`src/pkg/mpsg_pkg.sv`:
```
`default_nettype none

package mpsg_pkg;

	// ****************************************************************
	// Pin group layout
	// ****************************************************************
	localparam int unsigned NUM_GPIO      = 8;
	localparam int unsigned FIRST_GPIO    = 8;
	localparam int unsigned MODE_W        = 2;
	localparam logic [7:0]  IRQ_PIN_MASK  = 8'h0F;
	localparam logic [7:0]  PWR_PIN_MASK  = 8'h0D;
	localparam int unsigned PWR_BIT_A     = 0;
	localparam int unsigned PWR_BIT_B     = 2;
	localparam int unsigned PWR_BIT_C     = 3;

	// ****************************************************************
	// Strap encodings and reset values
	// ****************************************************************
	localparam logic        STRAP_SRC_CRYSTAL  = 1'h0;
	localparam logic        STRAP_SRC_EXTERNAL = 1'h1;
	localparam logic [1:0]  CLK_SEL_24MHZ      = 2'h0;
	localparam logic [1:0]  CLK_SEL_RST        = 2'h0;
	localparam logic        EDGE_RISING        = 1'h0;
	localparam logic        EDGE_FALLING       = 1'h1;

	// ****************************************************************
	// Timing
	// ****************************************************************
	localparam int unsigned CLK_MHZ        = 200;
	localparam int unsigned RST_MIN_NS     = 1000;
	localparam int unsigned RST_MIN_CYC    = (RST_MIN_NS * CLK_MHZ + 999) / 1000;
	localparam int unsigned RST_CNT_W      = 9;

	typedef enum logic [MODE_W-1:0] {
		MODE_INPUT,
		MODE_IRQ,
		MODE_OUTPUT
	} mpsg_mode_t;

	// Illegal mode code falls back to input so a pin is never driven by accident.
	function automatic logic mode_drives(input logic [MODE_W-1:0] code);
		return (code == MODE_W'(MODE_OUTPUT));
	endfunction : mode_drives

	function automatic logic mode_irq(input logic [MODE_W-1:0] code);
		return (code == MODE_W'(MODE_IRQ));
	endfunction : mode_irq

endpackage : mpsg_pkg

`default_nettype wire

```
`src/hw/mpsg_gpio_cell.sv`:
```
`default_nettype none

module mpsg_gpio_cell #(
	parameter bit HAS_IRQ = 1'b1,
	parameter bit HAS_PWR = 1'b0
) (
	input  wire logic                        core_clk_i,  // Core clock
	input  wire logic                        sys_rst_i,   // Async reset, high
	input  wire logic                        chip_hold_i, // Chip held in reset
	input  wire logic [mpsg_pkg::MODE_W-1:0] mode_i,      // Pin mode code
	input  wire logic                        out_val_i,   // Output level
	input  wire logic                        pwr_en_i,    // Card power function
	input  wire logic                        edge_sel_i,  // 0 rising, 1 falling
	input  wire logic                        irq_clr_i,   // Clear pending edge
	input  wire logic                        pin_i,       // Pin level
	output logic                             pin_o,       // Pin drive level
	output logic                             pin_oe_n_o,  // Low while driving
	output logic                             in_val_o,    // Sampled pin level
	output logic                             irq_pend_o,  // Sticky edge flag
	output logic                             pwr_on_o     // Card power active
);

	logic pwr_sel;
	logic edge_hit;
	logic chip_hold;

	assign chip_hold = chip_hold_i;
	assign pwr_sel   = HAS_PWR && pwr_en_i && !chip_hold;
	assign edge_hit  = (edge_sel_i == mpsg_pkg::EDGE_RISING) ? (pin_i && !in_val_o) : (!pin_i && in_val_o);

	always_ff @(posedge core_clk_i or posedge sys_rst_i) begin
		if (sys_rst_i) begin
			in_val_o <= 1'b0;
		end else begin
			in_val_o <= pin_i;
		end
	end

	always_ff @(posedge core_clk_i or posedge sys_rst_i) begin
		if (sys_rst_i) begin
			pin_o      <= 1'b0;
			pin_oe_n_o <= 1'b1;
			pwr_on_o   <= 1'b0;
		end else if (pwr_sel) begin
			pin_o      <= 1'b1;
			pin_oe_n_o <= 1'b0;
			pwr_on_o   <= 1'b1;
		end else begin
			pin_o      <= out_val_i;
			pin_oe_n_o <= chip_hold || !mpsg_pkg::mode_drives(mode_i);
			pwr_on_o   <= 1'b0;
		end
	end

	always_ff @(posedge core_clk_i or posedge sys_rst_i) begin
		if (sys_rst_i) begin
			irq_pend_o <= 1'b0;
		end else if (chip_hold || !HAS_IRQ) begin
			irq_pend_o <= 1'b0;
		end else if (mpsg_pkg::mode_irq(mode_i) && !pwr_sel && edge_hit) begin
			irq_pend_o <= 1'b1;
		end else if (irq_clr_i) begin
			irq_pend_o <= 1'b0;
		end
	end

	property p_irq_set;
		@(posedge core_clk_i) disable iff (sys_rst_i)
		(HAS_IRQ && !chip_hold && !pwr_sel && mpsg_pkg::mode_irq(mode_i) && edge_hit) |=> irq_pend_o;
	endproperty
	a_irq_set: assert property (p_irq_set) else $error("edge in interrupt mode not flagged");

	property p_no_irq;
		@(posedge core_clk_i) disable iff (sys_rst_i)
		!HAS_IRQ |-> !irq_pend_o;
	endproperty
	a_no_irq: assert property (p_no_irq) else $error("interrupt flag on plain pin");

	property p_out_drive;
		@(posedge core_clk_i) disable iff (sys_rst_i)
		(!chip_hold && !pwr_sel && mpsg_pkg::mode_drives(mode_i)) |=> (!pin_oe_n_o && pin_o == $past(out_val_i));
	endproperty
	a_out_drive: assert property (p_out_drive) else $error("output mode not driving pin");

	property p_pwr_drive;
		@(posedge core_clk_i) disable iff (sys_rst_i)
		pwr_sel |=> (pin_o && !pin_oe_n_o && pwr_on_o);
	endproperty
	a_pwr_drive: assert property (p_pwr_drive) else $error("card power not supplied");

endmodule : mpsg_gpio_cell

`default_nettype wire

```
`src/hw/mpsg_pin_logic.sv`:
```
`default_nettype none

module mpsg_pin_logic #(
	parameter int unsigned RST_MIN_CYC = mpsg_pkg::RST_MIN_CYC
) (
	input  wire logic                   core_clk_i,              // Core clock
	input  wire logic                   sys_rst_i,               // Async reset, high
	input  wire logic                   chip_reset_low_i,        // Chip reset pin, low active
	input  wire logic                   clock_source_strap_i,    // Clock source strap pin
	input  wire logic [1:0]             clk_freq_strap_i,        // Clock frequency strap pins
	input  wire logic                   mcu_standby_i,           // Controller in standby
	input  wire logic [15:0]            gpio_mode_i,             // Two bits per pin
	input  wire logic [7:0]             gpio_out_val_i,          // Output levels
	input  wire logic [7:0]             gpio_edge_sel_i,         // Edge select per pin
	input  wire logic [7:0]             gpio_irq_clr_i,          // Clear pending edge
	input  wire logic [2:0]             card_power_en_i,         // Power function a, b, c
	input  wire logic [7:0]             gpio_pin_i,              // Pin levels
	output logic      [7:0]             gpio_pin_o,              // Pin drive levels
	output logic      [7:0]             gpio_pin_oe_n_o,         // Low while driving
	output logic      [7:0]             gpio_in_val_o,           // Sampled pin levels
	output logic      [7:0]             gpio_irq_pend_o,         // Sticky edge flags
	output logic                        card_power_out_a_o,      // Slot power a on
	output logic                        card_power_out_b_o,      // Slot power b on
	output logic                        card_power_out_c_o,      // Slot power c on
	output logic                        chip_in_reset_o,         // Chip held in reset
	output logic                        strap_pulldown_en_o,     // Source strap pull-down
	output logic                        clk_source_external_o,   // External clock chosen
	output logic                        crystal_osc_en_o,        // Crystal driver on
	output logic      [1:0]             clk_freq_sel_o,          // Latched frequency strap
	output logic                        clk_24mhz_sel_o,         // 24 MHz selected
	output logic                        clk_sel_reserved_o,      // Reserved strap seen
	output logic                        rst_pulse_short_o,       // Last reset pulse too short
	output logic                        ext_mem_chip_enable_low_o // Memory enable, low active
);

	// ****************************************************************
	// Chip reset pin
	// ****************************************************************
	logic                                rst_low_prev_reg;
	logic [mpsg_pkg::RST_CNT_W-1:0]      rst_cnt_reg;

	always_ff @(posedge core_clk_i or posedge sys_rst_i) begin
		if (sys_rst_i) begin
			chip_in_reset_o  <= 1'b1;
			// Idle level of the pin is high, so no false release is seen after reset.
			rst_low_prev_reg <= 1'b1;
		end else begin
			chip_in_reset_o  <= !chip_reset_low_i;
			rst_low_prev_reg <= chip_reset_low_i;
		end
	end

	// A pulse shorter than the board must give is still honoured, but flagged,
	// because straps caught from such a pulse may not have settled.
	// pulse width check
	always_ff @(posedge core_clk_i or posedge sys_rst_i) begin
		if (sys_rst_i) begin
			rst_cnt_reg       <= '0;
			rst_pulse_short_o <= 1'b0;
		end else if (!chip_reset_low_i) begin
			if (rst_cnt_reg < mpsg_pkg::RST_CNT_W'(RST_MIN_CYC)) begin
				rst_cnt_reg <= rst_cnt_reg + 1'b1;
			end
		end else if (!rst_low_prev_reg) begin
			rst_cnt_reg       <= '0;
			rst_pulse_short_o <= (rst_cnt_reg < mpsg_pkg::RST_CNT_W'(RST_MIN_CYC));
		end
	end

	// ****************************************************************
	// Clock straps
	// ****************************************************************
	// The strap registers follow the pins every cycle the chip reset is low,
	// so the value kept at release is the last one seen during reset.
	// strap latch
	always_ff @(posedge core_clk_i or posedge sys_rst_i) begin
		if (sys_rst_i) begin
			clk_source_external_o <= mpsg_pkg::STRAP_SRC_CRYSTAL;
			crystal_osc_en_o      <= 1'b1;
			clk_freq_sel_o        <= mpsg_pkg::CLK_SEL_RST;
			clk_24mhz_sel_o       <= 1'b1;
			clk_sel_reserved_o    <= 1'b0;
		end else if (!chip_reset_low_i) begin
			clk_source_external_o <= clock_source_strap_i;
			crystal_osc_en_o      <= (clock_source_strap_i == mpsg_pkg::STRAP_SRC_CRYSTAL);
			clk_freq_sel_o        <= clk_freq_strap_i;
			clk_24mhz_sel_o       <= (clk_freq_strap_i == mpsg_pkg::CLK_SEL_24MHZ);
			clk_sel_reserved_o    <= (clk_freq_strap_i != mpsg_pkg::CLK_SEL_24MHZ);
		end
	end

	// The pull-down drops one cycle after release, once the strap is held.
	// strap pull-down
	always_ff @(posedge core_clk_i or posedge sys_rst_i) begin
		if (sys_rst_i) begin
			strap_pulldown_en_o <= 1'b1;
		end else begin
			strap_pulldown_en_o <= !chip_reset_low_i;
		end
	end

	// ****************************************************************
	// External memory enable
	// ****************************************************************
	// memory enable
	always_ff @(posedge core_clk_i or posedge sys_rst_i) begin
		if (sys_rst_i) begin
			ext_mem_chip_enable_low_o <= 1'b0;
		end else begin
			ext_mem_chip_enable_low_o <= mcu_standby_i;
		end
	end

	// ****************************************************************
	// General-purpose pins
	// ****************************************************************
	logic [7:0] pwr_en_map;
	logic [7:0] pwr_on;

	always_comb begin
		pwr_en_map                      = '0;
		pwr_en_map[mpsg_pkg::PWR_BIT_A] = card_power_en_i[0];
		pwr_en_map[mpsg_pkg::PWR_BIT_B] = card_power_en_i[1];
		pwr_en_map[mpsg_pkg::PWR_BIT_C] = card_power_en_i[2];
	end

	for (genvar g = 0; g < mpsg_pkg::NUM_GPIO; g++) begin : g_pin
		mpsg_gpio_cell #(
			.HAS_IRQ (mpsg_pkg::IRQ_PIN_MASK[g]),
			.HAS_PWR (mpsg_pkg::PWR_PIN_MASK[g])
		) u_cell (
			.core_clk_i  (core_clk_i),
			.sys_rst_i   (sys_rst_i),
			.chip_hold_i (chip_in_reset_o),
			.mode_i      (gpio_mode_i[g*mpsg_pkg::MODE_W +: mpsg_pkg::MODE_W]),
			.out_val_i   (gpio_out_val_i[g]),
			.pwr_en_i    (pwr_en_map[g]),
			.edge_sel_i  (gpio_edge_sel_i[g]),
			.irq_clr_i   (gpio_irq_clr_i[g]),
			.pin_i       (gpio_pin_i[g]),
			.pin_o       (gpio_pin_o[g]),
			.pin_oe_n_o  (gpio_pin_oe_n_o[g]),
			.in_val_o    (gpio_in_val_o[g]),
			.irq_pend_o  (gpio_irq_pend_o[g]),
			.pwr_on_o    (pwr_on[g])
		);
	end

	assign card_power_out_a_o = pwr_on[mpsg_pkg::PWR_BIT_A];
	assign card_power_out_b_o = pwr_on[mpsg_pkg::PWR_BIT_B];
	assign card_power_out_c_o = pwr_on[mpsg_pkg::PWR_BIT_C];

	// ****************************************************************
	// Checks
	// ****************************************************************
	property p_rst_hold;
		@(posedge core_clk_i) disable iff (sys_rst_i)
		!chip_reset_low_i |=> chip_in_reset_o ##1 (gpio_pin_oe_n_o == 8'hFF && !card_power_out_a_o
			&& !card_power_out_b_o && !card_power_out_c_o);
	endproperty
	a_rst_hold: assert property (p_rst_hold) else $error("chip not held in reset");

	property p_strap_sample;
		@(posedge core_clk_i) disable iff (sys_rst_i)
		!chip_reset_low_i |=> (clk_source_external_o == $past(clock_source_strap_i)
			&& clk_freq_sel_o == $past(clk_freq_strap_i));
	endproperty
	a_strap_sample: assert property (p_strap_sample) else $error("straps not sampled in reset");

	property p_strap_hold;
		@(posedge core_clk_i) disable iff (sys_rst_i)
		chip_reset_low_i |=> ($stable(clk_source_external_o) && $stable(clk_freq_sel_o));
	endproperty
	a_strap_hold: assert property (p_strap_hold) else $error("latched strap changed");

	property p_pd_release;
		@(posedge core_clk_i) disable iff (sys_rst_i)
		!chip_reset_low_i ##1 chip_reset_low_i |-> strap_pulldown_en_o ##1 !strap_pulldown_en_o;
	endproperty
	a_pd_release: assert property (p_pd_release) else $error("pull-down not released after latch");

	property p_src_decode;
		@(posedge core_clk_i) disable iff (sys_rst_i)
		crystal_osc_en_o == (clk_source_external_o == mpsg_pkg::STRAP_SRC_CRYSTAL);
	endproperty
	a_src_decode: assert property (p_src_decode) else $error("clock source decode wrong");

	property p_freq_decode;
		@(posedge core_clk_i) disable iff (sys_rst_i)
		(clk_24mhz_sel_o == (clk_freq_sel_o == 2'h0)) && (clk_sel_reserved_o != clk_24mhz_sel_o);
	endproperty
	a_freq_decode: assert property (p_freq_decode) else $error("frequency strap decode wrong");

	property p_mem_enable;
		@(posedge core_clk_i) disable iff (sys_rst_i)
		##1 (ext_mem_chip_enable_low_o == $past(mcu_standby_i));
	endproperty
	a_mem_enable: assert property (p_mem_enable) else $error("memory enable does not follow standby");

	property p_short_pulse;
		@(posedge core_clk_i) disable iff (sys_rst_i)
		$rose(chip_reset_low_i) && rst_cnt_reg < 9'(RST_MIN_CYC) |=> rst_pulse_short_o;
	endproperty
	a_short_pulse: assert property (p_short_pulse) else $error("short reset pulse not flagged");

endmodule : mpsg_pin_logic

`default_nettype wire

```
`config.mk`:
```
export PLATFORM = sky130hd
export DESIGN_NAME = mpsg_pin_logic
export DESIGN_NICKNAME = d
export VERILOG_FILES = /design/src/pkg/mpsg_pkg.sv /design/src/hw/mpsg_gpio_cell.sv /design/src/hw/mpsg_pin_logic.sv
export SDC_FILE = /design/constraint.sdc
export NUM_CORES = 1
export LEC_CHECK = 0
export BUFFER_PORTS_ARGS = -buffer_cell sky130_fd_sc_hd__buf_2
export CELL_PAD_IN_SITES_DETAIL_PLACEMENT = 0
export CELL_PAD_IN_SITES_GLOBAL_PLACEMENT = 1
export CORE_MARGIN = 2
export CORE_UTILIZATION = 37
export CTS_CLUSTER_SIZE = 20
export DETAILED_ROUTE_END_ITERATION = 8
export GPL_ROUTABILITY_DRIVEN = 0
export PLACE_DENSITY = 0.82
export SLEW_MARGIN = 20
export SYNTH_ARGS = -nofsm -noshare
export SYNTH_HDL_FRONTEND = slang
export SYNTH_SLANG_ARGS = --single-unit
```
`constraint.sdc`:
```
create_clock -name core_clk_i -period 3.3 [get_ports core_clk_i]
set_clock_uncertainty 0.15 [all_clocks]
set_input_delay 0.165 -clock core_clk_i [delete_from_list [all_inputs] [get_ports core_clk_i]]
set_output_delay 0.165 -clock core_clk_i [all_outputs]
set_load 0.05 [all_outputs]
```
==> impl_metrics.csv <==
group,metric,value,unit
route,met3_length,320,µm
yosys,yosysTopAreaCell,"dfrtp_1",
pwr,p_leak,1.39,nW
floorplan,die_h,80.4,µm
global_routing,gr-total-overflow,0,
sta,rsz0062_at_grt,"false",
floorplan,rows,27,
global_routing,grt_pass1_vias,1590,
clock_network,cts_buffers,5,
critical_path,arrival,1.82,ns
sta,relSlewSlack,45.7,%
global_routing,antenna_found_initial,0,
min_path,min_path_type,"input port to register",
cells_and_area,drive_gt1_share,40.1,%
route,drc,0,
route,wl_met1,1.82,mm
route,wire_per_inst,11.7,µm
yosys,yosys.area_share.simple,15.6,%
run,drv_cap,0,
outcome,status,"finished clean",
pwr,clkPwrFrac,30.4,%
yosys,synth_xor_area_share,2.43,%
yosys,seq_area_frac_synth,58.6,%
pwr,p_per_area,460,mW/mm²
pwr,swShare,28.3,%
cells_and_area,largest_reg_flops,9,
pwr,combPwrFrac,19.9,%
yosys,synth_top_area_share,44.0,%
cells_and_area,nNetsFinal,352,
sta,hold_violations,0,
yosys,synth.area.top_cells,"dfrtp_1, dfstp_2, buf_4, o21ai_1, nor2b_1",
sta,fin_crit,1.74,ns
critical_path,r2r_cells,5,
route,routed.top_layer,"met4",
pwr,peakVddDrop,335,µV
cells_and_area,final_common_cell,"buf_2",
placed_design,pre_cts_ws,1.66,ns
route,routed_wl,4.29,mm
sta,worst_slack,1.56,ns
clock_network,cts_tree,"built",
route,ant_nets,0,
yosys,synthMuxAreaShare,2.55,%
global_routing,grt_max_degree,51,
critical_path,cp_data_required_time,3.39,ns
yosys,yosys_warnings,0,
cells_and_area,final_cell_mix,"buf_2, dlygate4sd3_1, dfrtp_1",
critical_path,crit_fanout,3,
clock_network,cts_htree_levels,2,
yosys,synth-compound-area-share,6.77,%
yosys,ys_types,32,
cells_and_area,diodes,0,
clock_network,ctsLongestPathBuffers,2,
clock_network,cts_root_buf,"clkbuf_8",
route,avgViaCountPerCell,4.44,
cells_and_area,fill_cells,511,
floorplan,dieWidth,80.4,µm
clock_network,postCtsSetupBuffers,0,
placed_design,port-buffer-count,90,
pwr,total_power,0.00137,W
critical_path,worst_setup_path_end_kind,"register",
floorplan,initial_core_util,38.8,%
yosys,synth_area,0.00216,mm²
critical_path,crit_path_start_kind,"input port",
yosys,synth_top_family_by_area,"simple AND/OR/NAND/NOR gates",
min_path,min_path_cells,4,
route,vias,1625,
placed_design,dp_hpwl,2.78,mm
global_routing,grtUsageTotal,14.1,%
yosys,syn_inst,189,
yosys,synthAdderAreaFrac,0.579,%
pwr,pwr-share-seq,49.7,%
cells_and_area,finish.utilization,53.3,%
sta,setup_violations,0,
route,wl_met2,2.11,mm
sta,clock.fmax,576,MHz
route,dr.first_iter.drc_count,26,
floorplan,io_pins,103,
sta,slew_viol_final,0,
cells_and_area,area_growth,37.5,%
global_routing,grt_pass1_wl,6.96,mm
yosys,synth-seq-cells,50,
yosys,avgSynthCellArea,11.4,µm²
floorplan,core_area,0.00557,mm²
clock_network,path_clk_slew,0.09,ns
clock_network,cts_sinks,50,
critical_path,ff2ff_setup_slack,1.59,ns
clock_network,clkLatencyLatePin,0.29,ns
floorplan,die_area,0.00647,mm²
pwr,p_sw,0.000387,W
sta,tns,0,ns
pwr,p_int,0.000980,W
sta,tightest_slew,0.813,ns
sta,period_share,52.6,%
critical_path,worst-setup-path-type,"input port to register",
route,dr.pass1.iters,4,
metrics by stage:
step                instance area, µm²  hold slack [ns]  std cells
global route                      2970           0.0198        366
CTS                               2970          0.00505        366
detailed placement                2450            0.124        317
finish                            2970           0.0198        366
global placement                  2450            0.123        317
floorplan                         2170           0.0195        192
worst max-delay path: stages:
cell and delay, ns:
dlygate4sd3_1 0.52, buf_2 0.12, nand2b_1 0.06, o22ai_1 0.16, nand3b_1 0.10, a21oi_1 0.14, dlygate4sd3_1 0.56
synth_stat cells (all sizes together):
library cell and count:
nor2 12, clkbuf 4, mux2i 1, nor3 1, xor2 2, nand3 8
nand2 10, nand4 3, xnor2 4, a21oi 2, conb 1, nand3b 4
and3 1, o311a 1, buf 33, nand2b 6, or2 3, a21o 1
inv 7, ha 1, a32oi 3, o22ai 1, nor2b 8, and2 1
dfrtp 38, nor4b 2, o21ai 15, dfstp 12, mux2 4
timing repair:
item	4_1_cts	5_1_grt
resized for setup	0	0
hold buffers	41	0
hold endpoints to repair	40	0
worst paths after layout:
kind,start,end
min in group asynchronous,sys_rst_i,clk_freq_sel_o[1]
max,gpio_pin_i[1],g_pin[1].u_cell.irq_pend_o
max reg2reg,g_pin[1].u_cell.in_val_o,g_pin[1].u_cell.irq_pend_o
max in group asynchronous,sys_rst_i,g_pin[0].u_cell.pwr_on_o
min reg2reg,crystal_osc_en_o,crystal_osc_en_o
min,gpio_irq_clr_i[3],g_pin[3].u_cell.irq_pend_o
power groups by stage:
stage	combinational, W	sequential [W]	clock [W]
after global routing	0.000293	0.000684	0.000465
after floorplan	0.000162	0.000719	0
after CTS	0.000273	0.000680	0.000438
final	0.000271	0.000679	0.000416
after detailed placement	0.000237	0.000691	0
after global placement	0.000233	0.000689	0
area by class of cell:
| cell class | count | area [µm²] | area share (%) |
|---|---|---|---|
| Clock inverter | 2 | 37.5 | 1.26 |
| Clock buffer | 6 | 72.6 | 2.44 |
| Timing Repair Buffer | 131 | 861 | 29.0 |
| Multi-Input combinational cell | 98 | 618 | 20.8 |
| Inverter | 7 | 27.5 | 0.926 |
| Sequential cell | 50 | 1270 | 42.6 |
| Tap cell | 72 | 90.1 | 3.03 |
metal layers:
layer	vias up	global-route usage, %
met3	5	3.71
met5	-	0
li1	793	-
met1	760	16.0
met2	67	25.4
met4	0	5.08
cells by family after synthesis:
| group | count (synthesis) |
|---|---|
| buffers and inverters | 44 |
| and+or+nand+nor | 59 |
| AOI/OAI and AO/OA | 23 |
| muxes | 5 |
| other | 1 |
| DFF | 50 |
| adders and majority gates | 1 |
| xor gates and xnor gates | 6 |
(Power assumes the default switching activity.)
